`src/verilog/svm_pkg.sv`:
```
package svm_pkg;

  // Bus geometry: one aligned 32-bit word per register.
  localparam int SVM_ADDR_W = 5;
  localparam int SVM_DATA_W = 32;
  localparam int SVM_BE_W = 4;
  localparam int SVM_REG_W = 8;
  localparam int SVM_IDX_W = 3;
  localparam int SVM_LANE0 = 0;
  localparam int SVM_WORD_SHIFT = 2;

  // Register indices; the byte address is four times the index.
  localparam logic [SVM_IDX_W-1:0] SVM_IDX_ENABLE = 3'h0;
  localparam logic [SVM_IDX_W-1:0] SVM_IDX_STATUS = 3'h1;
  localparam logic [SVM_IDX_W-1:0] SVM_IDX_IRQ_EN = 3'h2;
  localparam logic [SVM_IDX_W-1:0] SVM_IDX_FLAGS = 3'h3;

  // Field positions in the module enable register.
  localparam int SVM_HIGH_SEL_BIT = 6;
  localparam int SVM_LOW_SEL_LSB = 4;
  localparam int SVM_LOW_SEL_MSB = 5;
  localparam int SVM_ADC_EN_BIT = 3;
  localparam int SVM_SENSE_EN_BIT = 2;

  // Field positions shared by status, irq enable and flag registers.
  localparam int SVM_LOW_BIT = 0;
  localparam int SVM_HIGH_BIT = 1;
  localparam int SVM_NUM_COND = 2;

  // Writable bits of each register; all others read as zero.
  localparam logic [SVM_REG_W-1:0] SVM_ENABLE_MASK = 8'h7c;
  localparam logic [SVM_REG_W-1:0] SVM_IRQ_MASK = 8'h03;

  // Reset values.
  localparam logic [SVM_REG_W-1:0] SVM_REG_RESET = 8'h00;
  localparam logic [SVM_DATA_W-1:0] SVM_DATA_RESET = 32'h0000_0000;
  localparam logic [SVM_NUM_COND-1:0] SVM_COND_RESET = 2'h0;
  localparam logic [SVM_DATA_W-SVM_REG_W-1:0] SVM_PAD = 24'h00_0000;

  // Bus handshake state.
  typedef enum logic [0:0] {
    SVM_IDLE = 1'b0,
    SVM_ACK = 1'b1
  } svm_bus_e;

endpackage

```
`src/verilog/svm_cond_if.sv`:
```
`timescale 1ns/1ps
interface svm_cond_if;
  import svm_pkg::*;

  logic sense_en;
  logic [SVM_NUM_COND-1:0] cond;
  logic [SVM_NUM_COND-1:0] change;

  // The sensing side produces conditions; the register side consumes them.
  modport sense (input sense_en, output cond, output change);
  modport regs (output sense_en, input cond, input change);
endinterface

```
`src/verilog/svm_cond_sense.sv`:
```
`timescale 1ns/1ps
module svm_cond_sense (
  // Clock and reset.
  input wire logic ref_clk,
  input wire logic sys_rst,
  // Raw comparator outputs, asynchronous to the clock.
  input wire logic [svm_pkg::SVM_NUM_COND-1:0] cmp_in,
  // Conditions toward the register file.
  svm_cond_if.sense cond_if
);
  import svm_pkg::*;

  genvar gi;

  // One identical lane per comparator: bit 0 low, bit 1 high.
  generate
    for (gi = 0; gi < SVM_NUM_COND; gi++) begin : g_lane
      logic meta_reg;
      logic sync_reg;
      logic cond_reg;
      logic prev_reg;
      logic meta_next;
      logic sync_next;
      logic cond_next;
      logic prev_next;

      // The first stage feeds only the second stage, so a metastable
      // sample never reaches the gating or the change detector.
      always_comb begin
        meta_next = cmp_in[gi];
        sync_next = meta_reg;
        cond_next = sync_reg & cond_if.sense_en;
        prev_next = cond_reg;
      end

      always_ff @(posedge ref_clk or posedge sys_rst) begin
        if (sys_rst) begin
          meta_reg <= 1'b0;
          sync_reg <= 1'b0;
          cond_reg <= 1'b0;
          prev_reg <= 1'b0;
        end else begin
          meta_reg <= meta_next;
          sync_reg <= sync_next;
          cond_reg <= cond_next;
          prev_reg <= prev_next;
        end
      end

      // A change in either direction, the forced drop included, is seen
      // by comparing with the previous cycle.
      assign cond_if.cond[gi] = cond_reg;
      assign cond_if.change[gi] = cond_reg ^ prev_reg;
    end
  endgenerate

endmodule

```
`src/verilog/svm_top.sv`:
```
// The Avalon-MM interface to the registers and the register addresses were decided locally.
`timescale 1ns/1ps
// What this block does
// - High flag requests an interrupt only while its enable bit is one.
// - Low flag requests an interrupt only while its enable bit is one.
// - Flags readable anytime; a one-write clears, nothing else clears.
// - High flag sets on any change of the high condition, stays set.
// - Low flag sets on any change of the low condition, stays set.
// - Interrupt output goes low one cycle after stop mode entry and stays low while it lasts.
// - Stop mode entry or exit leaves both flags untouched.
// - Sense enable zero forces both condition bits to zero.
// - Forced drop on sense disable counts as a change and sets flags.
// - Both enabled sources merge into one module interrupt output.
// - Two-bit low threshold select picks one of four low trip levels.
// - One-bit high threshold select picks one of two high trip levels.
// - Sense enable at bit two gates both measurements.
// - Condition status bits are read-only and show current results.
module svm_top (
  // Clock and reset.
  input wire logic ref_clk,
  input wire logic sys_rst,
  // Avalon-MM register slave.
  input wire logic [svm_pkg::SVM_ADDR_W-1:0] avs_address,
  input wire logic avs_read,
  input wire logic avs_write,
  input wire logic [svm_pkg::SVM_DATA_W-1:0] avs_writedata,
  input wire logic [svm_pkg::SVM_BE_W-1:0] avs_byteenable,
  output logic [svm_pkg::SVM_DATA_W-1:0] avs_readdata,
  output logic avs_waitrequest,
  // Comparator results and analog controls.
  input wire logic low_cmp_in,
  input wire logic high_cmp_in,
  output logic [1:0] low_threshold_select,
  output logic high_threshold_select,
  output logic level_sense_enable,
  output logic adc_connect_enable,
  // System interface.
  input wire logic cpu_stop_mode,
  output logic module_irq
);
  import svm_pkg::*;

  // Word address decode, used by both the read mux and the write path.
  function automatic logic hits(input logic [SVM_ADDR_W-1:0] addr,
                                input logic [SVM_IDX_W-1:0] idx);
    logic [SVM_ADDR_W-1:0] want;
    want = SVM_ADDR_W'(idx) << SVM_WORD_SHIFT;
    hits = (addr == want);
  endfunction

  svm_cond_if cond_if ();

  // Bus handshake state.
  svm_bus_e bus_reg;
  svm_bus_e bus_next;
  logic waitrequest_reg;
  logic waitrequest_next;
  logic [SVM_DATA_W-1:0] readdata_reg;
  logic [SVM_DATA_W-1:0] readdata_next;

  // Software-visible registers.
  logic [SVM_REG_W-1:0] enable_reg;
  logic [SVM_REG_W-1:0] enable_next;
  logic [SVM_REG_W-1:0] irq_en_reg;
  logic [SVM_REG_W-1:0] irq_en_next;
  logic [SVM_REG_W-1:0] flags_reg;
  logic [SVM_REG_W-1:0] flags_next;
  logic irq_reg;
  logic irq_next;

  // Helpers for the write path and read mux.
  logic wr_fire;
  logic [SVM_REG_W-1:0] wr_byte;
  logic [SVM_REG_W-1:0] clr_mask;
  logic [SVM_REG_W-1:0] set_mask;
  logic [SVM_REG_W-1:0] status_byte;
  logic [SVM_REG_W-1:0] rd_byte;

  // The condition lanes only see the sense enable bit of the register.
  assign cond_if.sense_en = enable_reg[SVM_SENSE_EN_BIT];

  svm_cond_sense u_sense (
    .ref_clk(ref_clk),
    .sys_rst(sys_rst),
    .cmp_in({high_cmp_in, low_cmp_in}),
    .cond_if(cond_if)
  );

  // Status byte built from the live, already gated conditions.
  always_comb begin
    status_byte = SVM_REG_RESET;
    status_byte[SVM_LOW_BIT] = cond_if.cond[SVM_LOW_BIT];
    status_byte[SVM_HIGH_BIT] = cond_if.cond[SVM_HIGH_BIT];
  end

  // Read mux. Unmapped words, the reserved ones included, read zero.
  always_comb begin
    rd_byte = SVM_REG_RESET;
    if (hits(avs_address, SVM_IDX_ENABLE)) begin
      rd_byte = enable_reg;
    end else if (hits(avs_address, SVM_IDX_STATUS)) begin
      rd_byte = status_byte;
    end else if (hits(avs_address, SVM_IDX_IRQ_EN)) begin
      rd_byte = irq_en_reg;
    end else if (hits(avs_address, SVM_IDX_FLAGS)) begin
      rd_byte = flags_reg;
    end
  end

  // Every access costs exactly one wait cycle. The request is taken in
  // the idle state, and the edge that ends the acknowledge cycle is the one at which
  // a write lands; an unmapped access is answered the same way.
  always_comb begin
    bus_next = bus_reg;
    readdata_next = readdata_reg;
    unique case (bus_reg)
      SVM_IDLE: begin
        if (avs_read || avs_write) begin
          bus_next = SVM_ACK;
          if (avs_read) begin
            readdata_next = {SVM_PAD, rd_byte};
          end
        end
      end
      SVM_ACK: begin
        bus_next = SVM_IDLE;
      end
    endcase
    waitrequest_next = (bus_next == SVM_IDLE);
  end

  always_ff @(posedge ref_clk or posedge sys_rst) begin
    if (sys_rst) begin
      bus_reg <= SVM_IDLE;
      waitrequest_reg <= 1'b1;
      readdata_reg <= SVM_DATA_RESET;
    end else begin
      bus_reg <= bus_next;
      waitrequest_reg <= waitrequest_next;
      readdata_reg <= readdata_next;
    end
  end

  // Only byte lane 0 carries register bits; other lanes are ignored.
  assign wr_fire = avs_write && (bus_reg == SVM_ACK) &&
                   avs_byteenable[SVM_LANE0];
  assign wr_byte = avs_writedata[SVM_REG_W-1:0];

  // Flag update. A change seen in the same cycle as a clearing write
  // still sets the flag, so no event is lost. Stop mode has no term here,
  // which keeps the flags across it.
  always_comb begin
    clr_mask = SVM_REG_RESET;
    if (wr_fire && hits(avs_address, SVM_IDX_FLAGS)) begin
      clr_mask = wr_byte & SVM_IRQ_MASK;
    end
    set_mask = SVM_REG_RESET;
    set_mask[SVM_LOW_BIT] = cond_if.change[SVM_LOW_BIT];
    set_mask[SVM_HIGH_BIT] = cond_if.change[SVM_HIGH_BIT];
    flags_next = (flags_reg & ~clr_mask) | set_mask;
  end

  // Control registers. Threshold selects go straight to the comparators;
  // the status bits have no write path at all.
  always_comb begin
    enable_next = enable_reg;
    irq_en_next = irq_en_reg;
    if (wr_fire && hits(avs_address, SVM_IDX_ENABLE)) begin
      enable_next = wr_byte & SVM_ENABLE_MASK;
    end
    if (wr_fire && hits(avs_address, SVM_IDX_IRQ_EN)) begin
      irq_en_next = wr_byte & SVM_IRQ_MASK;
    end
  end

  // Interrupt merge. Registered so the pin comes from a flip-flop; this
  // costs one cycle of latency after a flag or enable changes.
  always_comb begin
    irq_next = 1'b0;
    if (flags_reg[SVM_LOW_BIT] && irq_en_reg[SVM_LOW_BIT]) begin
      irq_next = 1'b1;
    end
    if (flags_reg[SVM_HIGH_BIT] && irq_en_reg[SVM_HIGH_BIT]) begin
      irq_next = 1'b1;
    end
    if (cpu_stop_mode) begin
      irq_next = 1'b0;
    end
  end

  always_ff @(posedge ref_clk or posedge sys_rst) begin
    if (sys_rst) begin
      enable_reg <= SVM_REG_RESET;
      irq_en_reg <= SVM_REG_RESET;
      flags_reg <= SVM_REG_RESET;
      irq_reg <= 1'b0;
    end else begin
      enable_reg <= enable_next;
      irq_en_reg <= irq_en_next;
      flags_reg <= flags_next;
      irq_reg <= irq_next;
    end
  end

  // Outputs, all straight from flip-flops.
  assign avs_readdata = readdata_reg;
  assign avs_waitrequest = waitrequest_reg;
  assign low_threshold_select =
    enable_reg[SVM_LOW_SEL_MSB:SVM_LOW_SEL_LSB];
  assign high_threshold_select = enable_reg[SVM_HIGH_SEL_BIT];
  assign level_sense_enable = enable_reg[SVM_SENSE_EN_BIT];
  assign adc_connect_enable = enable_reg[SVM_ADC_EN_BIT];
  assign module_irq = irq_reg;

endmodule

```
`config.mk`:
```
export PLATFORM = sky130hd
export DESIGN_NAME = svm_top
export DESIGN_NICKNAME = d
export VERILOG_FILES = /design/src/verilog/svm_pkg.sv /design/src/verilog/svm_cond_if.sv /design/src/verilog/svm_cond_sense.sv /design/src/verilog/svm_top.sv
export SDC_FILE = /design/constraint.sdc
export NUM_CORES = 1
export LEC_CHECK = 0
export BUFFER_PORTS_ARGS = -buffer_cell sky130_fd_sc_hd__buf_4
export CAP_MARGIN = 10
export CORE_MARGIN = 3
export CORE_UTILIZATION = 35
export DETAILED_ROUTE_END_ITERATION = 16
export GPL_ROUTABILITY_DRIVEN = 0
export PLACE_DENSITY = 0.7
export SETUP_SLACK_MARGIN = 0.2
export SLEW_MARGIN = 20
export SYNTH_ARGS = -nofsm -noshare
export SYNTH_HDL_FRONTEND = slang
export SYNTH_SLANG_ARGS = --single-unit
```
`constraint.sdc`:
```
create_clock -name ref_clk -period 2.7 [get_ports ref_clk]
set_input_delay 0.27 -clock ref_clk [delete_from_list [all_inputs] [get_ports ref_clk]]
set_output_delay 0.27 -clock ref_clk [all_outputs]
set_load 0.01 [all_outputs]
```
==> results of run 1 <==
per-layer routing:
layer / up-vias / track usage, % / share of wire, %
met5: - / 0 / 0
li1: 396 / - / -
met4: 0 / 0 / 0
met3: 0 / 4.76 / 11
met1: 375 / 12.0 / 41
met2: 42 / 18.0 / 48
layout make-up:
type	count	area, µm²	area share [%]
well taps	46	57.6	3.89
flip-flops and latches	27	677	45.8
clock buffers	3	22.5	1.52
clock inverters	1	7.51	0.508
multi-input cells	83	459	31.0
inverters	2	7.51	0.508
repair buffers	33	248	16.8
logic make-up (layout without fill, tap and decap cells):
kind of cell | count (synthesis) | count (layout)
flops | 27 | 27
simple gates | 35 | 35
compound gates | 12 | 12
xor+xnor | 2 | 2
mux | 9 | 9
other cells | 1 | 25
buf+inv | 28 | 39
metrics by stage:
step	hold WS, ns	area [µm²]
after detailed placement	0.336	1450
after global routing	0.0134	1480
after CTS	0.0249	1480
after floorplan	0.301	1340
final	0.0109	1480
after global placement	0.334	1450
power by group:
part	leakage, nW	total (W)	switching (W)	internal [W]
Sequential	0.349	0.000442	0.0000140	0.000428
Combinational	0.381	0.000108	0.0000569	0.0000506
Clock	0.0139	0.000179	0.000122	0.0000567
Total	0.744	0.000728	0.000193	0.000535
worst paths after layout:
| kind | startpoint | endpoint | cells past startpoint |
|---|---|---|---|
| max reg2reg | bus_reg$_DFF_PP0_ | enable_reg[5]$_DFFE_PP0P_ | 3 |
| max | bus_reg$_DFF_PP0_ | enable_reg[5]$_DFFE_PP0P_ | 3 |
| min in group ref_clk | low_cmp_in | u_sense.g_lane[0].meta_reg$_DFF_PP0_ | 1 |
| min reg2reg | u_sense.g_lane[1].meta_reg$_DFF_PP0_ | u_sense.g_lane[1].sync_reg$_DFF_PP0_ | 0 |
| min | sys_rst | u_sense.g_lane[0].meta_reg$_DFF_PP0_ | 2 |
| max in group asynchronous | sys_rst | irq_en_reg[1]$_DFFE_PP0P_ | 2 |
worst max-delay path: stages, from the launching register on:
cell	delay [ns]
dfrtp_1	0.43
and3_1	0.15
nand3_1	0.21
mux2_2	0.37
cell usage after synthesis:
master	n
nor3_1	1
and3_1	1
or4_4	1
mux2_1	2
and2_1	2
nand3_1	1
inv_1	2
or3_1	1
dfstp_2	1
buf_6	1
dfrtp_1	26
or2_2	1
and3b_1	2
o31ai_1	2
nor2_1	3
conb_1	1
buf_4	25
nand4_1	1
a22oi_1	1
nand2_1	18
nor2b_1	1
o21ai_0	7
xnor2_1	2
nor2_4	1
a21oi_1	2
mux2_2	7
nand2b_1	1
==> impl_metrics.ini, run 1 <==
[routing]
firstDrtPassIters = 4
antenna_left = 0
vias_per_cell = 4.17
wl_per_cell_um = 10.7
drt_wl_total_um = 2080
drt_iter0_markers = 10
vias = 813
drc = 0

[clock_network]
cts_htree_levels = 1
cts.sinks = 27
clockBufferDepth = 2
clk_pin_slew_ns = 0.15
post_cts_resized = 0
cts_root_buf = clkbuf_4
insertion_delay_ns = 0.33
postCtsSetupRepairBufs = 0
ctsHoldBuffers = 0
cts_buffers = 3
cts_tree = yes

[global_routing]
grt_max_degree = 28
grt_pass1_wl_um = 3480
grt.total_usage_pct = 10.2
grt_pass1_vias = 815
gr-total-overflow = 0
antenna_found_initial = 0

[critical_path]
criticalPathCategory = flip-flop to flip-flop
cp_max_fo = 5
cp-start-kind = flip-flop
r2r_slack_ns = 1.44
required_ns = 2.94
cp-end-kind = flip-flop
worstPathArrival_ns = 1.49

[sta]
drv_slew = 0
skew_ns = 0.00683
fin_crit_sh_pct = 46.5
max-slew-margin-rel_pct = 37.6
hold_viol = 0
setup_violations = 0
max_clock_freq_mhz = 796
min_period_ns = 1.26
rsz0062_at_grt = false
fin_setup_tns_ns = 0
worst_slack_ns = 1.44
tightest_slew_ns = 0.930

[layout]
fin_util_pct = 43.6
layout_commonest_cell = buf_4
syn2layout_area_growth_pct = 18.1
drive_gt1_share_pct = 32.2
final_cell_mix = buf_4 (33), dfrtp_1 (26), conb_1 (25)
nFillCells = 325
final_nets = 198
antennaDiodeCount = 0
largest_reg_flops = 7
fin_cells = 195

[placed_design]
dp.cells = 191
hpwl_um = 1680
numPortBuffers = 33
post-place-ws_ns = 1.18

[yosys]
synth_xor_area_share_pct = 1.40
synthTopCellsByArea = dfrtp_1 (52%), buf_4 (15%), mux2_2 (6.3%)
yosysWarnings = 0
yosysTopAreaCell = dfrtp_1
syn_inst = 114
ys_seq_area_share_pct = 54.0
yosys.area_share.simple_pct = 14.3
synth-compound-area-share_pct = 5.39
syn_avg_cell_area_um2 = 11.0
synth_cell_types = 27
synth_mux_area_share_pct = 8.09
synth_top_family_by_area = buffers and inverters
ys_seq_elements = 27
netlist_area_mm2 = 0.00125
synth_top_cell_area_share_pct = 51.9
synth_fa_ha_area_share_pct = 0

[job]
cap_viol_max_count = 0

[power]
p_per_area_mw_per_mm2 = 492
peakVddDrop_mv = 0.404
leakagePower_nw = 0.744
finalPower_w = 0.000728

[floorplanning]
die_w_um = 65.8
core_mm2 = 0.00339
placementRows = 21
die-area_mm2 = 0.00433
initial_core_util_pct = 37.0
fp.dieH_um = 65.8
ios = 87

[outcome]
outcome = finished, final reports clean

[min_path]
worstHoldPathType = input port to asynchronous set/reset pin
Power figures use the tool's default switching activity.
==> inputs of run 2 (changes only) <==
--- a/config.mk
+++ b/config.mk
@@ -11,7 +11,7 @@
 export CORE_UTILIZATION = 35
 export DETAILED_ROUTE_END_ITERATION = 16
 export GPL_ROUTABILITY_DRIVEN = 0
-export PLACE_DENSITY = 0.7
+export PLACE_DENSITY = 0.72
 export SETUP_SLACK_MARGIN = 0.2
 export SLEW_MARGIN = 20
 export SYNTH_ARGS = -nofsm -noshare
==> constraint.sdc (replaced) <==
create_clock -name ref_clk -period 1.1 [get_ports ref_clk]
set_input_delay 0.11 -clock ref_clk [delete_from_list [all_inputs] [get_ports ref_clk]]
set_output_delay 0.11 -clock ref_clk [all_outputs]
set_load 0.01 [all_outputs]
==> run 2 against run 1 <==
Compared with the run above:
- the flow now finishes with violations (negative setup slack)
- sequential power up 140%
- critical path depth unchanged
- final cell count up 15%
- largest cell class unchanged
==> impl_metrics.ini, run 2 (synthesis results as in run 1) <==
[critical_path]
worstPathArrival_ns = 1.41
criticalPathCategory = flip-flop to flip-flop
cp-end-kind = flip-flop
required_ns = 1.31
cp_slowest_cell = dfrtp_1
cp-start-kind = flip-flop
cp_max_fo = 3
slowest_delay_ns = 0.40
cp_cell_sequence = nand4_1, nor2_4, mux2_4

[clock_network]
cts_buffers = 3
cts.sinks = 27
cts_tree = yes
cts_htree_levels = 1
cts_root_buf = clkbuf_4
clockBufferDepth = 2
insertion_delay_ns = 0.32
clk_pin_slew_ns = 0.15

[min_path]
worstHoldPathType = input port to flip-flop

[sta]
fin_crit_sh_pct = 109
min_period_ns = 1.20
setup_violations = 9
skew_ns = 0.0124
drv_slew = 0
max_clock_freq_mhz = 832
fin_setup_tns_ns = -0.579
hold_viol = 0
rsz0062_at_grt = true
worst_slack_ns = -0.102

[placed_design]
numPortBuffers = 33
hpwl_um = 1900
postPlaceCellArea_mm2 = 0.00156

[power]
peakVddDrop_mv = 0.686
leakagePower_nw = 0.943
p_per_area_mw_per_mm2 = 1040

[global_routing]
grt_max_degree = 28
grt_pass1_vias = 944
gr-total-overflow = 0
antenna_found_initial = 0
grt_pass1_wl_um = 4200
grt.total_usage_pct = 12.7

[layout]
syn2layout_area_growth_pct = 49.0
final_nets = 228
largest_reg_flops = 7
layout_commonest_cell = buf_4
final_cell_mix = buf_4 (40), dfrtp_1 (26), conb_1 (25)
antennaDiodeCount = 0
drive_gt1_share_pct = 45.3
stdcell_area_mm2 = 0.00187
nFillCells = 302
fin_util_pct = 55.0

[floorplanning]
core_mm2 = 0.00339
placementRows = 21
initial_core_util_pct = 37.0
ios = 87
fp.dieH_um = 65.8
die-area_mm2 = 0.00433
die_w_um = 65.8

[routing]
antenna_left = 0
firstDrtPassIters = 2
drc = 0
vias = 958
vias_per_cell = 4.26
drt_iter0_markers = 12
drt_wl_total_um = 2820
wl_per_cell_um = 12.5

[outcome]
outcome = finished with violations
violations = negative setup slack

[job]
cap_viol_max_count = 0
-- run 2: cell types whose count changed in the layout (fill, tap and decap cells not counted), sizes merged --
cell / change
buf: +24
dlygate4sd3: +6
clkbuf: +1
clkinv: -1
clkinvlp: -1
inv: +1
-- run 2: cell type report --
cell class / instances / area, µm² / share of cell area (%)
Clock buffer: 4 / 26.3 / 1.41
Tap cell: 46 / 57.6 / 3.09
Sequential cell: 27 / 677 / 36.3
Timing Repair Buffer: 63 / 552 / 29.6
Inverter: 2 / 7.51 / 0.402
Multi-Input combinational cell: 83 / 546 / 29.2
-- run 2: timing repair --
action | CTS | global route
endpoints found under the hold margin | 29 | 2
pin swaps | 2 | 4
endpoints found under the setup margin | 32 | 33
buffers inserted | 13 | 2
gates resized for setup | 27 | 6
hold buffers | 4 | 2
-- run 2: final timing paths --
check	start	end	slack, ns	cells after the start
min in group asynchronous	sys_rst	avs_readdata[2]$_DFFE_PP0P_	0.38	4
min reg2reg	u_sense.g_lane[0].meta_reg$_DFF_PP0_	u_sense.g_lane[0].sync_reg$_DFF_PP0_	0.37	0
min	avs_writedata[5]	enable_reg[5]$_DFFE_PP0P_	0.01	2
max in group asynchronous	sys_rst	avs_waitrequest$_DFF_PP1_	0.42	4
max reg2reg	bus_reg$_DFF_PP0_	irq_en_reg[1]$_DFFE_PP0P_	-0.10	3
max	bus_reg$_DFF_PP0_	irq_en_reg[1]$_DFFE_PP0P_	-0.10	3
-- run 2: critical path: cells and delay by family (launching register included) --
family | cells | cell delay [ns]
muxes | 1 | 0.31
DFF | 1 | 0.40
and+or+nand+nor | 2 | 0.38
-- run 2: layer usage --
layer	GRT usage (%)	part of all wire (%)	vias to the layer above	routed length, µm
li1	-	-	456	-
met1	14.6	37	462	1040
met2	24.7	56	40	1570
met3	2.55	7.3	0	207
met4	1.55	0	0	0
met5	0	0	-	0
-- run 2: per-stage QoR --
step | std cells | setup slack, ns | hold WS [ns] | total power, W
2_1_floorplan | 138 | -0.0992 | 0.141 | 0.00133
3_3_place_gp | 200 | -0.228 | 0.182 | 0.00141
3_5_place_dp | 200 | -0.241 | 0.195 | 0.00142
4_1_cts | 221 | -0.0801 | 0.00392 | 0.00192
5_1_grt | 225 | -0.0989 | 0.00420 | 0.00203
6_report | 225 | -0.102 | 0.0110 | 0.00193
-- run 2: power by group --
part / switching, W / internal, W
Clock: 0.000277 / 0.000142
Combinational: 0.000190 / 0.000241
Sequential: 0.0000352 / 0.00105
Total: 0.000502 / 0.00143
==> inputs of run 3 (changes only) <==
--- a/config.mk
+++ b/config.mk
@@ -7,7 +7,7 @@
 export LEC_CHECK = 0
 export BUFFER_PORTS_ARGS = -buffer_cell sky130_fd_sc_hd__buf_4
 export CAP_MARGIN = 10
-export CORE_MARGIN = 3
+export CORE_MARGIN = 8
 export CORE_UTILIZATION = 35
 export DETAILED_ROUTE_END_ITERATION = 16
 export GPL_ROUTABILITY_DRIVEN = 0
==> run 3 against run 2 <==
Compared with the run above:
- the flow still finishes with violations (negative setup slack)
- register-to-register slack improved by 0.05 ns
- combinational power rose by 0.9%
- core utilization hardly changed
- non-clock buffer count is 1 lower
- critical path depth unchanged
- fmax increased by 4.7%
- cell area hardly changed
- clock power is essentially flat
- count of clock-buffer cells in the layout stayed put
- largest cell class unchanged
- final cell count fell by 0.44%
- sequential share of layout area is essentially flat
==> impl_metrics.ini, run 3 (synthesis results as in run 1) <==
[clock_network]
cts_buffers = 3
clockBufferDepth = 2
cts_htree_levels = 1
clk_pin_slew_ns = 0.13
cts.sinks = 27
insertion_delay_ns = 0.31
cts_root_buf = clkbuf_4
cts_tree = yes

[power]
comb_power_share_pct = 22.5
p_int_w = 0.00143
leakagePower_nw = 0.940
pwr-share-clk_pct = 21.5
switching_share_pct = 25.9
peakVddDrop_mv = 0.598
seq_power_share_pct = 56.0
p_per_area_mw_per_mm2 = 1040
p_sw_w = 0.000500

[floorplanning]
initial_core_util_pct = 37.0
die_w_um = 75.8
ios = 87
fp.dieH_um = 75.8
core_mm2 = 0.00339
die-area_mm2 = 0.00575
placementRows = 21

[critical_path]
cp_max_fo = 5
cp_cell_sequence = and3_4, nand3_4, mux2_4
cp-start-kind = flip-flop
required_ns = 1.32
cp-end-kind = flip-flop
criticalPathCategory = flip-flop to flip-flop
worstPathArrival_ns = 1.37
slowest_delay_ns = 0.40
cp_slowest_cell = dfrtp_1

[layout]
layout_commonest_cell = buf_4
nFillCells = 293
syn2layout_area_growth_pct = 48.9
antennaDiodeCount = 0
final_nets = 227
drive_gt1_share_pct = 46.1
largest_reg_flops = 7
final_cell_mix = buf_4 (41), dfrtp_1 (26), conb_1 (25)

[outcome]
outcome = finished with violations
violations = negative setup slack

[routing]
vias = 949
drc = 0
drt_iter0_markers = 40
wl_per_cell_um = 13.7
antenna_left = 0
drt_wl_total_um = 3070
firstDrtPassIters = 4
vias_per_cell = 4.24

[placed_design]
hpwl_um = 2190
numPortBuffers = 33
post-place-ws_ns = -0.240

[sta]
worst_slack_ns = -0.0474
skew_ns = 0.000893
setup_violations = 8
max_clock_freq_mhz = 872
drv_slew = 0
hold_viol = 0
fin_crit_sh_pct = 104
fin_setup_tns_ns = -0.309
min_period_ns = 1.15
rsz0062_at_grt = true

[global_routing]
antenna_found_initial = 0
grt_pass1_wl_um = 4660
grt_max_degree = 28
grt.total_usage_pct = 10.7
grt_pass1_vias = 1036
gr-total-overflow = 0

[job]
cap_viol_max_count = 0

[min_path]
worstHoldPathType = input port to flip-flop
[run 3: timing repair]
| item | CTS | global route |
|---|---|---|
| endpoints found under the setup margin | 32 | 33 |
| pin swaps | 5 | 2 |
| hold buffers | 5 | 0 |
| hold endpoints to repair | 30 | 0 |
| resized for setup | 27 | 6 |
| setup buffers | 13 | 3 |
[run 3: cell type report]
cell class	count	area, µm²	area share (%)
Tap cell	46	57.6	3.09
Clock buffer	4	26.3	1.41
Sequential cell	27	677	36.3
Timing Repair Buffer	62	538	28.9
Multi-Input combinational cell	83	558	29.9
Inverter	2	7.51	0.403
[run 3: worst max-delay path: cells and delay by family, from the launching register on]
kind | cells | cell delay, ns
flops | 1 | 0.40
mux | 1 | 0.33
simple gates | 2 | 0.32
[run 3: stage by stage]
step	utilization, %	cell area, µm²	instances	hold WS (ns)	total power [W]
5_1_grt	55.0	1860	224	0.00648	0.00203
3_5_place_dp	45.8	1550	199	0.203	0.00142
3_3_place_gp	45.8	1550	199	0.182	0.00141
4_1_cts	53.5	1810	221	0.00562	0.00194
6_report	55.0	1860	224	0.0134	0.00193
2_1_floorplan	-	1390	138	0.141	0.00133
[run 3: path summary, 6_finish.rpt]
kind / startpoint / slack, ns / to / cells after the start
max in group asynchronous: sys_rst / 0.40 / avs_waitrequest$_DFF_PP1_ / 4
worst min register to register: u_sense.g_lane[1].meta_reg$_DFF_PP0_ / 0.37 / u_sense.g_lane[1].sync_reg$_DFF_PP0_ / 0
worst max-delay path: bus_reg$_DFF_PP0_ / -0.05 / enable_reg[6]$_DFFE_PP0P_ / 3
worst min-delay path: avs_writedata[5] / 0.01 / enable_reg[5]$_DFFE_PP0P_ / 2
min in group asynchronous: sys_rst / 0.40 / u_sense.g_lane[1].meta_reg$_DFF_PP0_ / 4
worst max register to register: bus_reg$_DFF_PP0_ / -0.05 / enable_reg[6]$_DFFE_PP0P_ / 3
[run 3: power groups by stage]
stage	combinational [W]	clock [W]	sequential [W]
after floorplan	0.000224	0	0.00111
after global placement	0.000308	0	0.00110
after detailed placement	0.000315	0	0.00111
after CTS	0.000416	0.000437	0.00108
after global routing	0.000476	0.000469	0.00109
final	0.000436	0.000415	0.00108
[run 3: routing by layer]
layer	part of all wire (%)	GRT usage [%]
met5	0	0
met4	1.5	3.20
met3	12	3.29
met2	52	19.6
met1	35	11.4
